### src/pkg/adcc_pkg.sv
// Constants, state types and carriers for the converter control block
package adcc_pkg;
    // Register byte offsets
    localparam logic [11:0] ADCC_OFF_CTRL = 12'h000;
    localparam logic [11:0] ADCC_OFF_CHEN = 12'h004;
    localparam logic [11:0] ADCC_OFF_SYNC = 12'h008;
    localparam logic [11:0] ADCC_OFF_ALST = 12'h00C;
    localparam logic [11:0] ADCC_OFF_IRQST = 12'h010;
    localparam logic [11:0] ADCC_OFF_IRQMSK = 12'h014;
    localparam logic [11:0] ADCC_OFF_ADC = 12'h040;
    localparam logic [11:0] ADCC_OFF_DAC = 12'h080;
    // Channel counts and widths
    localparam int ADCC_ADC_CH = 16;
    localparam int ADCC_DAC_CH = 12;
    localparam int ADCC_DW = 12;
    localparam int ADCC_IRQ_W = 3;
    // Control word field positions
    localparam int ADCC_BIT_REPEAT = 13;
    localparam int ADCC_BIT_TRIG = 12;
    localparam int ADCC_BIT_LOAD = 11;
    localparam int ADCC_BIT_REF = 10;
    localparam int ADCC_BIT_ALEN = 9;
    localparam int ADCC_BIT_DONE = 7;
    localparam int ADCC_BIT_FAULT = 6;
    // Interrupt status bit positions
    localparam int ADCC_IRQ_SCAN = 0;
    localparam int ADCC_IRQ_LOAD = 1;
    localparam int ADCC_IRQ_ALARM = 2;
    // Reset values
    localparam logic ADCC_RST_REPEAT = 1'b1;
    localparam logic [15:0] ADCC_RST_CHEN = 16'h0000;
    localparam logic [11:0] ADCC_RST_SYNC = 12'h000;
    localparam logic [2:0] ADCC_RST_IRQMSK = 3'h0;
    // Data-ready pulse in repeating mode
    localparam int ADCC_CLK_NS = 10;
    localparam int ADCC_DRDY_PULSE_NS = 1000;
    localparam logic [7:0] ADCC_DRDY_PULSE_CYC = 8'((ADCC_DRDY_PULSE_NS + ADCC_CLK_NS - 1) / ADCC_CLK_NS);

    typedef enum logic {
        ADCC_IDLE = 1'b0,
        ADCC_CONV = 1'b1
    } adcc_scan_t;

    typedef logic [ADCC_DAC_CH-1:0][ADCC_DW-1:0] adcc_dac_bank_t;

    // Converter request and answer
    typedef struct packed {
        logic start;
        logic [3:0] channel;
    } adcc_conv_req_t;

    typedef struct packed {
        logic done;
        logic [ADCC_DW-1:0] data;
    } adcc_conv_rsp_t;

    typedef struct packed {
        logic repeat_sel;
        logic conv_trig;
        logic load_trig;
        logic ref_int;
        logic alarm_en;
        logic done_flag;
        logic fault_flag;
        logic [ADCC_ADC_CH-1:0] chan_en;
        logic [ADCC_DAC_CH-1:0] sync_sel;
        logic [ADCC_ADC_CH-1:0] alarm_stat;
        logic [ADCC_IRQ_W-1:0] irq_stat;
        logic [ADCC_IRQ_W-1:0] irq_mask;
        logic [ADCC_ADC_CH-1:0][ADCC_DW-1:0] adc_data;
        logic [ADCC_DAC_CH-1:0][ADCC_DW-1:0] dac_data;
        logic [ADCC_DAC_CH-1:0] dac_dirty;
        adcc_dac_bank_t dac_latch;
        adcc_scan_t scan;
        logic [3:0] chan;
        logic adc_start;
        logic [7:0] pulse_cnt;
        logic [31:0] prdata;
        logic pslverr;
    } adcc_state_t;
endpackage : adcc_pkg

### src/adcc_ctrl.sv
// Converter control word, scan sequencer, DAC latches and APB slave
//
// The implementer's own choices: the register offsets and the APB register port.
`timescale 1ns/1ns
`default_nettype none

module adcc_ctrl
    import adcc_pkg::*;
(
    input wire logic pclk,
    input wire logic presetn,
    input wire logic psel,
    input wire logic penable,
    input wire logic pwrite,
    input wire logic [11:0] paddr,
    input wire logic [31:0] pwdata,
    input wire logic [3:0] pstrb,
    output logic [31:0] prdata,
    output logic pready,
    output logic pslverr,
    output adcc_conv_req_t conv_req,
    input wire adcc_conv_rsp_t conv_rsp,
    input wire logic [ADCC_ADC_CH-1:0] alarm_event,
    output adcc_dac_bank_t dac_level,
    output logic ref_buffer_on,
    output logic ref_internal_sel,
    output logic alarm_n,
    output logic data_ready_pin_n,
    output logic irq
);

    ////////////////////////////////////////////////////////////////////////
    // Lowest enabled channel at or above a start index
    function automatic logic [4:0] adcc_find(input logic [15:0] en, input logic [4:0] from);
        logic [4:0] r;
        r = 5'h00;
        for (int i = ADCC_ADC_CH - 1; i >= 0; i--) begin
            if (i >= int'(from) && en[i]) begin
                r = {1'b1, 4'(i)};
            end
        end
        return r;
    endfunction : adcc_find

    adcc_state_t s;
    adcc_state_t next_s;

    ////////////////////////////////////////////////////////////////////////
    // Outputs
    assign pready = 1'b1; // Read data is staged in the setup cycle, so no waits
    assign prdata = s.prdata;
    assign pslverr = s.pslverr;
    // One driver for the whole request struct
    assign conv_req = '{start: s.adc_start, channel: s.chan};
    assign dac_level = s.dac_latch;
    assign ref_buffer_on = s.ref_int;
    assign ref_internal_sel = s.ref_int;
    assign alarm_n = ~(s.alarm_en & (|s.alarm_stat));
    // Level in one-shot mode, timed pulse in repeating mode
    assign data_ready_pin_n = s.repeat_sel ? (s.pulse_cnt == 8'h00) : ~s.done_flag;
    assign irq = |(s.irq_stat & s.irq_mask);

    ////////////////////////////////////////////////////////////////////////
    // Next-state logic
    always_comb begin
        logic setup;
        logic wr;
        logic rd;
        logic [15:0] wm;
        logic [15:0] wd;
        logic [15:0] ctrl_rd;
        logic [4:0] f;
        logic pass_end;
        logic [ADCC_IRQ_W-1:0] ev;
        setup = psel & ~penable;
        wr = psel & penable & pwrite & ~s.pslverr;
        rd = psel & penable & ~pwrite & ~s.pslverr;
        wm = {{8{pstrb[1]}}, {8{pstrb[0]}}};
        wd = pwdata[15:0] & wm;
        ctrl_rd = 16'h0000;
        f = 5'h00;
        pass_end = 1'b0;
        ev = '0;
        next_s = s;
        next_s.adc_start = 1'b0;

        // Read image of the control word, reserved bits zero
        ctrl_rd[ADCC_BIT_REPEAT] = s.repeat_sel;
        ctrl_rd[ADCC_BIT_TRIG] = s.conv_trig;
        ctrl_rd[ADCC_BIT_LOAD] = s.load_trig;
        ctrl_rd[ADCC_BIT_REF] = s.ref_int;
        ctrl_rd[ADCC_BIT_ALEN] = s.alarm_en;
        ctrl_rd[ADCC_BIT_DONE] = s.done_flag & ~s.repeat_sel;
        ctrl_rd[ADCC_BIT_FAULT] = s.fault_flag;

        // Setup phase: decode and stage read data
        if (setup) begin
            next_s.prdata = 32'h0000_0000;
            next_s.pslverr = 1'b0;
            if (paddr[1:0] != 2'b00) begin
                next_s.pslverr = 1'b1;
            end else if (paddr == ADCC_OFF_CTRL) begin
                next_s.prdata = {16'h0000, ctrl_rd};
            end else if (paddr == ADCC_OFF_CHEN) begin
                next_s.prdata = {16'h0000, s.chan_en};
            end else if (paddr == ADCC_OFF_SYNC) begin
                next_s.prdata = {20'h00000, s.sync_sel};
            end else if (paddr == ADCC_OFF_ALST) begin
                next_s.prdata = {16'h0000, s.alarm_stat};
            end else if (paddr == ADCC_OFF_IRQST) begin
                next_s.prdata = {29'h0000_0000, s.irq_stat};
            end else if (paddr == ADCC_OFF_IRQMSK) begin
                next_s.prdata = {29'h0000_0000, s.irq_mask};
            end else if (paddr[11:6] == ADCC_OFF_ADC[11:6]) begin
                next_s.prdata = {20'h00000, s.adc_data[paddr[5:2]]};
            end else if (paddr[11:6] == ADCC_OFF_DAC[11:6] && paddr[5:2] < 4'(ADCC_DAC_CH)) begin
                next_s.prdata = {20'h00000, s.dac_data[paddr[5:2]]};
            end else begin
                next_s.pslverr = 1'b1;
            end
        end

        // Access phase reads with side effects
        if (rd && paddr[11:6] == ADCC_OFF_ADC[11:6]) begin
            next_s.done_flag = 1'b0;
        end
        if (rd && paddr == ADCC_OFF_ALST) begin
            // Done flag untouched here
            next_s.alarm_stat = '0;
            next_s.fault_flag = 1'b0;
        end

        // Access phase writes
        if (wr && paddr == ADCC_OFF_CTRL) begin
            // Only named fields take writes
            if (wm[ADCC_BIT_REPEAT]) begin
                next_s.repeat_sel = wd[ADCC_BIT_REPEAT];
            end
            if (wm[ADCC_BIT_REF]) begin
                next_s.ref_int = wd[ADCC_BIT_REF];
            end
            if (wm[ADCC_BIT_ALEN]) begin
                next_s.alarm_en = wd[ADCC_BIT_ALEN];
            end
            // Triggers only set; a zero leaves them alone
            if (wd[ADCC_BIT_TRIG]) begin
                next_s.conv_trig = 1'b1;
            end
            if (wd[ADCC_BIT_LOAD]) begin
                next_s.load_trig = 1'b1;
            end
            if (wm[ADCC_BIT_DONE] && !wd[ADCC_BIT_DONE]) begin
                next_s.done_flag = 1'b0;
            end
        end
        if (wr && paddr == ADCC_OFF_CHEN) begin
            next_s.chan_en = (s.chan_en & ~wm) | wd;
        end
        if (wr && paddr == ADCC_OFF_SYNC) begin
            next_s.sync_sel = (s.sync_sel & ~wm[11:0]) | wd[11:0];
        end
        if (wr && paddr == ADCC_OFF_IRQST) begin
            next_s.irq_stat = s.irq_stat & ~wd[ADCC_IRQ_W-1:0];
        end
        if (wr && paddr == ADCC_OFF_IRQMSK) begin
            next_s.irq_mask = (s.irq_mask & ~wm[ADCC_IRQ_W-1:0]) | wd[ADCC_IRQ_W-1:0];
        end

        // Synchronous DAC load; a write in the same cycle stays dirty
        if (s.load_trig) begin
            for (int c = 0; c < ADCC_DAC_CH; c++) begin
                if (s.sync_sel[c] && s.dac_dirty[c]) begin
                    next_s.dac_latch[c] = s.dac_data[c];
                    next_s.dac_dirty[c] = 1'b0;
                end
            end
            next_s.load_trig = 1'b0;
            ev[ADCC_IRQ_LOAD] = 1'b1;
        end

        // DAC data writes; asynchronous channels follow at once
        if (wr && paddr[11:6] == ADCC_OFF_DAC[11:6] && paddr[5:2] < 4'(ADCC_DAC_CH)) begin
            next_s.dac_data[paddr[5:2]] = (s.dac_data[paddr[5:2]] & ~wm[11:0]) | wd[11:0];
            next_s.dac_dirty[paddr[5:2]] = 1'b1;
            if (!s.sync_sel[paddr[5:2]]) begin
                next_s.dac_latch[paddr[5:2]] = (s.dac_data[paddr[5:2]] & ~wm[11:0]) | wd[11:0];
            end
        end

        // Scan sequencer
        unique case (s.scan)
            ADCC_IDLE: begin
                if (s.conv_trig) begin
                    next_s.conv_trig = 1'b0;
                    next_s.done_flag = 1'b0;
                    f = adcc_find(s.chan_en, 5'h00);
                    if (f[4]) begin
                        next_s.chan = f[3:0];
                        next_s.adc_start = 1'b1;
                        next_s.scan = ADCC_CONV;
                    end else begin
                        pass_end = 1'b1; // Empty scan list ends at once
                    end
                end
            end
            ADCC_CONV: begin
                if (conv_rsp.done) begin
                    next_s.adc_data[s.chan] = conv_rsp.data;
                    f = adcc_find(s.chan_en, {1'b0, s.chan} + 5'h01);
                    if (f[4]) begin
                        next_s.chan = f[3:0];
                        next_s.adc_start = 1'b1;
                    end else begin
                        pass_end = 1'b1;
                    end
                end
            end
        endcase

        // End of a pass: loop or go idle
        if (pass_end) begin
            ev[ADCC_IRQ_SCAN] = 1'b1;
            f = adcc_find(s.chan_en, 5'h00);
            if (s.repeat_sel && f[4]) begin
                next_s.chan = f[3:0];
                next_s.adc_start = 1'b1;
                next_s.scan = ADCC_CONV;
                next_s.pulse_cnt = ADCC_DRDY_PULSE_CYC;
            end else begin
                next_s.scan = ADCC_IDLE;
                if (s.repeat_sel) begin
                    next_s.pulse_cnt = ADCC_DRDY_PULSE_CYC;
                end else begin
                    next_s.done_flag = 1'b1;
                end
            end
        end else if (s.pulse_cnt != 8'h00) begin
            next_s.pulse_cnt = s.pulse_cnt - 8'h01;
        end

        // Flag stays zero while repeating
        if (next_s.repeat_sel) begin
            next_s.done_flag = 1'b0;
        end

        // Alarm events win over a clearing read
        if (|alarm_event) begin
            next_s.alarm_stat = next_s.alarm_stat | alarm_event;
            next_s.fault_flag = 1'b1;
            ev[ADCC_IRQ_ALARM] = 1'b1;
        end
        next_s.irq_stat = next_s.irq_stat | ev;
    end

    ////////////////////////////////////////////////////////////////////////
    // State register
    always_ff @(posedge pclk or negedge presetn) begin
        if (!presetn) begin
            s <= '0;
            s.repeat_sel <= ADCC_RST_REPEAT;
            s.chan_en <= ADCC_RST_CHEN;
            s.sync_sel <= ADCC_RST_SYNC;
            s.irq_mask <= ADCC_RST_IRQMSK;
            s.scan <= ADCC_IDLE;
        end else begin
            s <= next_s;
        end
    end

endmodule : adcc_ctrl

`default_nettype wire

### config.mk
export PLATFORM = sky130hd
export DESIGN_NAME = adcc_ctrl
export DESIGN_NICKNAME = d
export VERILOG_FILES = /design/src/pkg/adcc_pkg.sv /design/src/adcc_ctrl.sv
export SDC_FILE = /design/constraint.sdc
export NUM_CORES = 1
export LEC_CHECK = 0
export BUFFER_PORTS_ARGS = -buffer_cell sky130_fd_sc_hd__buf_2
export CAP_MARGIN = 10
export CELL_PAD_IN_SITES_DETAIL_PLACEMENT = 1
export CELL_PAD_IN_SITES_GLOBAL_PLACEMENT = 2
export CORE_ASPECT_RATIO = 1.1
export CORE_UTILIZATION = 25
export DETAILED_ROUTE_END_ITERATION = 12
export HOLD_SLACK_MARGIN = 0.15
export PLACE_DENSITY = 0.62
export SKIP_LAST_GASP = 1
export SYNTH_ARGS = -nofsm -noshare
export SYNTH_HDL_FRONTEND = slang
export SYNTH_SLANG_ARGS = --single-unit
### constraint.sdc
create_clock -name pclk -period 8.8 [get_ports pclk]
set_input_delay 1.76 -clock pclk [delete_from_list [all_inputs] [get_ports pclk]]
set_output_delay 1.76 -clock pclk [all_outputs]
set_load 0.02 [all_outputs]
Word level (Yosys, flattened, before mapping). Index checks and enable logic that the tools add are counted.

Flip-flop bits (word level): 596. Output and inout bits: 188. Logic and storage cells: 322.

Add/subtract/negate cells: 2. $lt $le $gt $ge: 21. Equality and inequality tests: 8. Muxes and demuxes: 141. Bitwise operators: 33. Reductions and logical operators: 58.

Operators with widths (number): 156-bit 2-to-1 mux (2); 144-bit bitwise mux (2); 12-bit 2-to-1 mux (20); 5-bit 2-to-1 mux (40); 192-bit bitwise mux (1); 32-bit 2-to-1 mux (5); 144-bit 2-to-1 mux (1); 12-bit binary-select mux with 4-bit select (2); 12-bit demux with 4-bit select (2); 1-bit 2-to-1 mux (51); 1-bit logical AND (42); 4-bit by 5-bit >= comparator with 1-bit output (first input constant) (8); 12-bit OR (3); 16-bit AND (2); 16-bit 2-to-1 mux (2); 8-bit 2-to-1 mux (4); 16-bit OR (2); 16-bit OR reduction (2); 12-bit AND (2); 12-bit by 4-bit equality test with 1-bit output (second input constant) (2); 12-bit by 5-bit equality test with 1-bit output (second input constant) (2); 6-bit 2-to-1 mux (4); 3-bit by 5-bit >= comparator with 1-bit output (first input constant) (4); 16-bit NOT (1); other kinds (29) (57).

Depth between registers and ports, before layout. Gate-level depths: netlist of run 1.

Depth after elaboration: 29. Depth in mapped cells: 12. Depth with buffers taken out: 10.

Worst setup path before layout of run 1. Ideal clock, no wire load.

Path kind: input to register. Start: in paddr[2]. End: reg s (netlist bit prdata[0]). Library setup time: 122 ps. Arrival time: 3879 ps. Setup slack: 4800 ps. Stages on the path: 8. Buffers on the path: 3. Path through: buf_2 -> buf_4 -> buf_2 -> mux4_2 -> mux4_2 -> a22oi_1 -> nand3_1 -> a32o_1.

Cells in the longest elaborated chain, start to end: 11.

RTL lines: start: declaration (RTL line adcc_ctrl.sv:15) `input wire logic [11:0] paddr,`; 12-bit binary-select mux with 4-bit select or 4-bit less-than comparator (tied branches) (RTL line adcc_ctrl.sv:117, adcc_ctrl.sv:116); 12-bit 2-to-1 mux (not written as such) or 1-bit logical AND (tied branches) (RTL line adcc_ctrl.sv:117, adcc_ctrl.sv:116); 12-bit 2-to-1 mux (RTL line adcc_ctrl.sv:116) `end else if (paddr[11:6] == ADCC_OFF_DAC[11:6] && paddr[5:2] < 4'(ADCC_DAC_CH)) begin`; 12-bit 2-to-1 mux (RTL line adcc_ctrl.sv:114) `end else if (paddr[11:6] == ADCC_OFF_ADC[11:6]) begin`; 12-bit 2-to-1 mux (RTL line adcc_ctrl.sv:112) `end else if (paddr == ADCC_OFF_IRQMSK) begin`; 12-bit 2-to-1 mux (RTL line adcc_ctrl.sv:110) `end else if (paddr == ADCC_OFF_IRQST) begin`; 32-bit 2-to-1 mux (RTL line adcc_ctrl.sv:108) `end else if (paddr == ADCC_OFF_ALST) begin`; 32-bit 2-to-1 mux (RTL line adcc_ctrl.sv:106) `end else if (paddr == ADCC_OFF_SYNC) begin`; 32-bit 2-to-1 mux (RTL line adcc_ctrl.sv:104) `end else if (paddr == ADCC_OFF_CHEN) begin`; 32-bit 2-to-1 mux (*) (RTL line adcc_ctrl.sv:102) `end else if (paddr == ADCC_OFF_CTRL) begin`; 32-bit 2-to-1 mux (*) (RTL line adcc_ctrl.sv:100) `if (paddr[1:0] != 2'b00) begin`; end signal: assignment (RTL line adcc_ctrl.sv:266) `s <= next_s;`; end: declaration (RTL line adcc_ctrl.sv:45) `adcc_state_t s;`.

Mark *: on every way between the ends. The rest lies on a longest branch, timed or not. The select of a mux whose other input is x is not followed. A chain may end at the register's enable or synchronous reset.

==> impl_metrics.csv, run 1 <==
group,metric,value,unit
detailed_routing,dr.pass1.iters,5,
layout,mostFrequentLayoutCell,"dfrtp_1",
clock_tree,ctsResizeCount,0,
detailed_routing,wl_per_cell,24.4,um
clock_tree,cts_buffers,66,
clock_tree,cts_buffer_depth,3,
global_routing,grt_max_degree,169,
floorplan,num_rows,130,
clock_tree,cts_sinks,580,
detailed_routing,routed_wl,100,mm
layout,layout-drive-gt1-share,34.0,%
timing,tightest_slew,1.25,ns
setup_path,cp-startpoint,"paddr[9]",
synthesis,ys_ff_latch,580,
placed_design,gp_congestion,0.825,
timing,post-route-period-util,60.8,%
global_routing,grt_overflow,0,
clock_tree,root_buffer,"clkbuf_16",
clock_tree,clkTransAtPathRegs,0.06,ns
power_and_ir_drop,switching_power,0.00207,W
timing,setup_viol,0,
synthesis,syn_inst,2570,
clock_tree,cts_tree,"done",
global_routing,grt_pass1_wl,149,mm
timing,rsz0062_at_grt,"no",
setup_path,critPathSlowestCell,"nor2_2",
detailed_routing,via_per_inst,4.81,
setup_path,reg2reg_to,"s[40]$_DFFE_PN0P_",
clock_tree,cts_setup_buffers,0,
setup_path,path_max_fanout,26,
power_and_ir_drop,swShare,27.3,%
setup_path,crit_family,"simple AND/OR/NAND/NOR gates",
power_and_ir_drop,vdd_drop_max,0.000135,V
synthesis,synth_top_area_share,49.7,%
layout,nets,2628,
timing,fin_skew,0.0284,ns
synthesis,netlist_area,0.0291,sq mm
floorplan,design.die.area,0.118,sq mm
setup_path,path_class,"primary input to flip-flop",
detailed_routing,drtIter0Drc,986,
synthesis,yosysSeqAreaShare,49.8,%
synthesis,synth_edf_count,0,
synthesis,synth.largest_area_cell,"dfrtp_1",
run,maxCapViolCount,0,
setup_path,path_depth,9,
floorplan,start_util,25.4,%
detailed_routing,drc,0,
power_and_ir_drop,powerDensity,232,mW/mm^2
setup_path,cp-end-kind,"flip-flop",
layout,fin_util,28.4,%
synthesis,yosysWarningCount,0,
power_and_ir_drop,pwr-share-comb,17.7,%
placed_design,hpwl,71.0,mm
setup_path,critPathArrivalTime,5.87,ns
setup_path,timing.reg2reg.setup_slack,4.87,ns
run_status,outcome,"completed",
floorplan,die_w,327,um
timing,slew_headroom,15.0,%
detailed_routing,ant_nets,0,
floorplan,io-pin-count,270,
synthesis,synth_area_leaders,"dfrtp_1, mux2_2, mux4_2",
clock_tree,htree_num_levels,3,
layout,final_cell_mix,"dfrtp_1, mux2_2, nand2_1",
setup_path,path_buf_inv,1,
global_routing,antenna_found_initial,12,
worst_hold_path,hold_class,"flip-flop to flip-flop",
floorplan,fp.dieH,360,um
synthesis,ys_types,86,
floorplan,core_area,0.115,sq mm
timing,period_needed,5.35,ns
placed_design,io_buffers,234,
power_and_ir_drop,power_frac_seq,44.7,%
power_and_ir_drop,power_leakage,14.6,nW
clock_tree,cts_hold_buf,0,
setup_path,path_cells,"buf_2 -> or4_4 -> a2111oi_4 -> nand2_2 -> nor3_4 -> nand2_1 -> nor2_2 -> nor2_1 -> a21oi_1",
timing,setup_tns,0,ns
setup_path,r2r-start,"conv_req[0]$_DFF_PN0_",
timing,hold_viol_final,0,
timing,fmax,187,MHz
synthesis,avgSynthCellArea,11.3,sq um
placed_design,dpl_worst_slack,2.73,ns
global_routing,grt_pass1_vias,21600,
layout,syn_to_final_growth,11.9,%
worst_hold_path,whs_path_depth,2,
synthesis,synth_flop_cell,"dfrtp_1",
clock_tree,clk_latency,0.62,ns
setup_path,max_stage_delay,1.10,ns
timing,setup_ws,3.45,ns
setup_path,cp-start-kind,"primary input",
synthesis,ys_async_sr_fraction,100,%
timing,drv_slew,0,
global_routing,grtUsageTotal,17.0,%
detailed_routing,vias,19800,
power_and_ir_drop,p_clk_share,37.7,%
power_and_ir_drop,p_int,0.00550,W
setup_path,setup.worst_path.end,"dac_level[57]$_DFF_PN0_",
setup_path,ff2ff_path_depth,10,
setup_path,critPathRequiredTime,9.33,ns
cell usage after synthesis, types with 9 or more instances:
cell and n:
buf_1 14, buf_2 50, mux2_2 365, dfrtp_1 579, o21ai_0 185, nor2_2 11
o22ai_1 16, buf_4 191, mux4_2 99, nor4_1 14, inv_1 33, a21o_1 23
clkbuf_1 102, nor3_1 11, o21ai_1 47, a21oi_1 136, nand3_1 20, buf_6 9
nor2b_1 11, nand2_1 318, a22oi_1 9, nor2_1 141, mux2i_1 30
layer usage:
layer	routed length, um	vias up	track usage [%]
met5	51	-	0
met4	3330	8	6.24
met3	3950	155	3.00
met2	49700	354	28.9
met1	43000	10400	21.3
li1	-	8827	-
per-stage QoR:
step	total power (W)	hold slack [ns]	area (sq um)	cells
after floorplan	0.00434	0.438	29200	2585
after global placement	0.00466	0.451	30400	3990
after detailed placement	0.00478	0.462	30400	3990
after CTS	0.00766	0.476	32600	4104
after global routing	0.00790	0.500	32600	4105
final	0.00756	0.470	32600	4108
power groups by stage:
stage | sequential [W] | clock [W] | combinational (W)
4_1_cts | 0.00337 | 0.00293 | 0.00136
3_5_place_dp | 0.00342 | 0 | 0.00136
6_report | 0.00338 | 0.00285 | 0.00134
3_3_place_gp | 0.00337 | 0 | 0.00130
5_1_grt | 0.00344 | 0.00302 | 0.00145
2_1_floorplan | 0.00330 | 0 | 0.00104
worst register-to-register path, stage by stage, from the launching register on:
cell	delay [ns]
dfrtp_1	0.72
inv_1	0.18
ha_1	0.59
or3b_1	0.47
o21ai_1	0.28
a41o_1	0.29
nand2b_1	0.14
nor4_4	0.48
nor2_1	0.16
o311ai_0	0.34
o41ai_1	0.13
cell families (layout without fill, tap and decap cells):
logic type | Yosys count | count (layout) | synth area share (%)
buf+inv | 399 | 400 | 8.05
other cells | 2 | 21 | 0.0258
simple gates | 585 | 585 | 8.86
flops | 580 | 580 | 49.8
xor+xnor | 1 | 1 | 0.0301
fa+ha+maj | 6 | 6 | 0.258
mux | 494 | 494 | 22.8
compound gates | 503 | 503 | 10.2
flip-flops by register name, indices dropped and copies added (netlist names), named ones only:
register       cells
conv_req           5
dac_level        144
prdata            16
pslverr            1
ref_buffer_on      1
s                382
how the worst min path moves through the flow:
stage	startpoint	end	slack, ns
CTS	s[197]$_DFF_PN0_	s[197]$_DFF_PN0_	0.48
detailed placement	s[195]$_DFF_PN0_	s[195]$_DFF_PN0_	0.46
global placement	s[195]$_DFF_PN0_	s[195]$_DFF_PN0_	0.45
finish	prdata[13]$_DFFE_PN0P_	prdata[13]$_DFFE_PN0P_	0.47
floorplan	s[197]$_DFF_PN0_	s[197]$_DFF_PN0_	0.44
global route	s[193]$_DFF_PN0_	s[193]$_DFF_PN0_	0.50
cell type report:
cell class / count / area (sq um)
Sequential cell: 580 / 14500
Multi-Input combinational cell: 1606 / 12500
Antenna cell: 4 / 10.0
Fill cell: 12700 / 82200
Clock inverter: 24 / 267
Clock buffer: 90 / 1920
Tap cell: 1518 / 1900
Inverter: 33 / 124
Timing Repair Buffer: 253 / 1360
No activity file was read; power rests on OpenSTA's default activity.
==> inputs of run 2 (changes only) <==
PLACE_DENSITY = 0.64   (was 0.62)
clock period = 4.9 ns   (was 8.8 ns; I/O delays follow)
==> run 2 against run 1 <==
Combinational power rose by 82%. Largest power group unchanged. Worst setup slack got worse by 2.5 ns. First-iteration DRC count is 6.1% higher.
==> impl_metrics.csv, run 2 (synthesized netlist as in run 1, its figures left out) <==
group,metric,value,unit
global_routing,global_route.usage.met1,21.7,%
clock_tree,root_buffer,"clkbuf_16",
placed_design,gp_congestion,0.866,
timing,setup_viol,0,
global_routing,antenna_found_initial,10,
detailed_routing,vias,20000,
layout,final_cell_mix,"dfrtp_1, mux2_2, nand2_1",
setup_path,critPathRequiredTime,5.38,ns
detailed_routing,drc,0,
power_and_ir_drop,power_leakage,14.8,nW
timing,slew_headroom,32.8,%
timing,post-route-period-util,79.8,%
global_routing,grt_overflow,0,
layout,nets,2671,
clock_tree,cts_tree,"done",
floorplan,io-pin-count,270,
clock_tree,cts_hold_buf,0,
floorplan,design.die.area,0.118,sq mm
clock_tree,cts_buffer_depth,3,
floorplan,die_w,327,um
timing,hold_viol_final,0,
layout,syn_to_final_growth,12.8,%
floorplan,num_rows,130,
placed_design,io_buffers,234,
floorplan,fp.dieH,360,um
setup_path,cp-end-kind,"flip-flop",
setup_path,cp-start-kind,"flip-flop",
power_and_ir_drop,total_power,0.0133,W
global_routing,met3_usage,2.95,%
setup_path,path_class,"flip-flop to flip-flop",
timing,tightest_slew,1.01,ns
detailed_routing,routed_wl,100,mm
clock_tree,cts_buffers,61,
detailed_routing,wl_per_cell,24.2,um
clock_tree,clkTransAtPathRegs,0.06,ns
placed_design,hpwl,72.0,mm
clock_tree,clk_latency,0.65,ns
setup_path,path_max_fanout,14,
power_and_ir_drop,vdd_drop_max,0.000306,V
global_routing,use_met2,29.0,%
global_routing,grt_max_degree,98,
layout,layout-drive-gt1-share,35.1,%
floorplan,core_area,0.115,sq mm
global_routing,grt_pass1_wl,151,mm
detailed_routing,drtIter0Drc,1046,
timing,period_needed,3.91,ns
clock_tree,htree_num_levels,2,
clock_tree,cts_setup_buffers,0,
detailed_routing,ant_nets,0,
layout,mostFrequentLayoutCell,"dfrtp_1",
setup_path,critPathArrivalTime,4.40,ns
detailed_routing,via_per_inst,4.82,
setup_path,ff2ff_path_depth,9,
timing,drv_slew,0,
global_routing,grt_pass1_vias,21900,
timing,fin_skew,0.0122,ns
timing,rsz0062_at_grt,"no",
global_routing,busiest_layer,"met2",
clock_tree,ctsResizeCount,0,
detailed_routing,dr.pass1.iters,5,
global_routing,grtUsageTotal,17.0,%
power_and_ir_drop,powerDensity,404,mW/mm^2
layout,largest_register_ffs,382,
worst_hold_path,hold_class,"primary input to asynchronous set/reset pin",
timing,fmax,256,MHz
layout,regMostFlops,"s",
run,maxCapViolCount,0,
timing,setup_tns,0,ns
floorplan,start_util,25.4,%
clock_tree,cts_sinks,580,
run_status,outcome,"completed",
[run 2: layer usage]
layer / up-vias / routed length, um / part of all wire, %
li1: 8936 / - / -
met1: 10600 / 43200 / 43
met2: 381 / 49900 / 50
met3: 129 / 4350 / 4.3
met4: 8 / 2960 / 3.0
met5: - / 50 / 0.050
[run 2: path summary, 6_finish.rpt]
check / from / to / slack [ns]
max reg2reg: conv_req[1]$_DFF_PN0_ / s[37]$_DFFE_PN0P_ / 0.99
max: conv_req[1]$_DFF_PN0_ / s[37]$_DFFE_PN0P_ / 0.99
max in group asynchronous: presetn / dac_level[102]$_DFF_PN0_ / 3.38
min: presetn / prdata[15]$_DFFE_PN0P_ / 0.35
min reg2reg: s[195]$_DFF_PN0_ / s[195]$_DFF_PN0_ / 0.47
min in group pclk: s[195]$_DFF_PN0_ / s[195]$_DFF_PN0_ / 0.47
[run 2: where the power goes]
group | total (W) | internal (W) | switching, W
logic | 0.00244 | 0.00129 | 0.00115
registers | 0.00607 | 0.00559 | 0.000483
clock network | 0.00475 | 0.00272 | 0.00203
[run 2: worst max-delay path, cell delays in order, from the launching register on]
cell and delay (ns):
dfrtp_1 0.72, inv_1 0.14, ha_1 0.58, or3b_1 0.46
o21ai_1 0.28, a41o_1 0.29, and2b_1 0.21, nand3_2 0.12
o21ai_0 0.74, o41ai_1 0.20
[run 2: layout make-up]
cell class | instances | area, sq um
tap | 1518 | 1900
multi-input combinational | 1606 | 12500
inverter | 33 | 124
clock inverter | 21 | 200
antenna | 4 | 10.0
sequential | 580 | 14500
timing repair buffer | 301 | 1780
clock buffer | 90 | 1860
fill | 12700 | 82000
[run 2: stage by stage]
stage / hold slack (ns) / worst slack [ns] / instances / utilization [%] / area, sq um
after floorplan: 0.438 / 1.68 / 2585 / - / 29200
after global placement: 0.453 / 0.902 / 4038 / 26.8 / 30800
after detailed placement: 0.464 / 0.855 / 4038 / 26.8 / 30800
after CTS: 0.397 / 1.08 / 4149 / 28.6 / 32800
after global routing: 0.386 / 0.694 / 4150 / 28.6 / 32900
final: 0.349 / 0.990 / 4153 / 28.6 / 32900
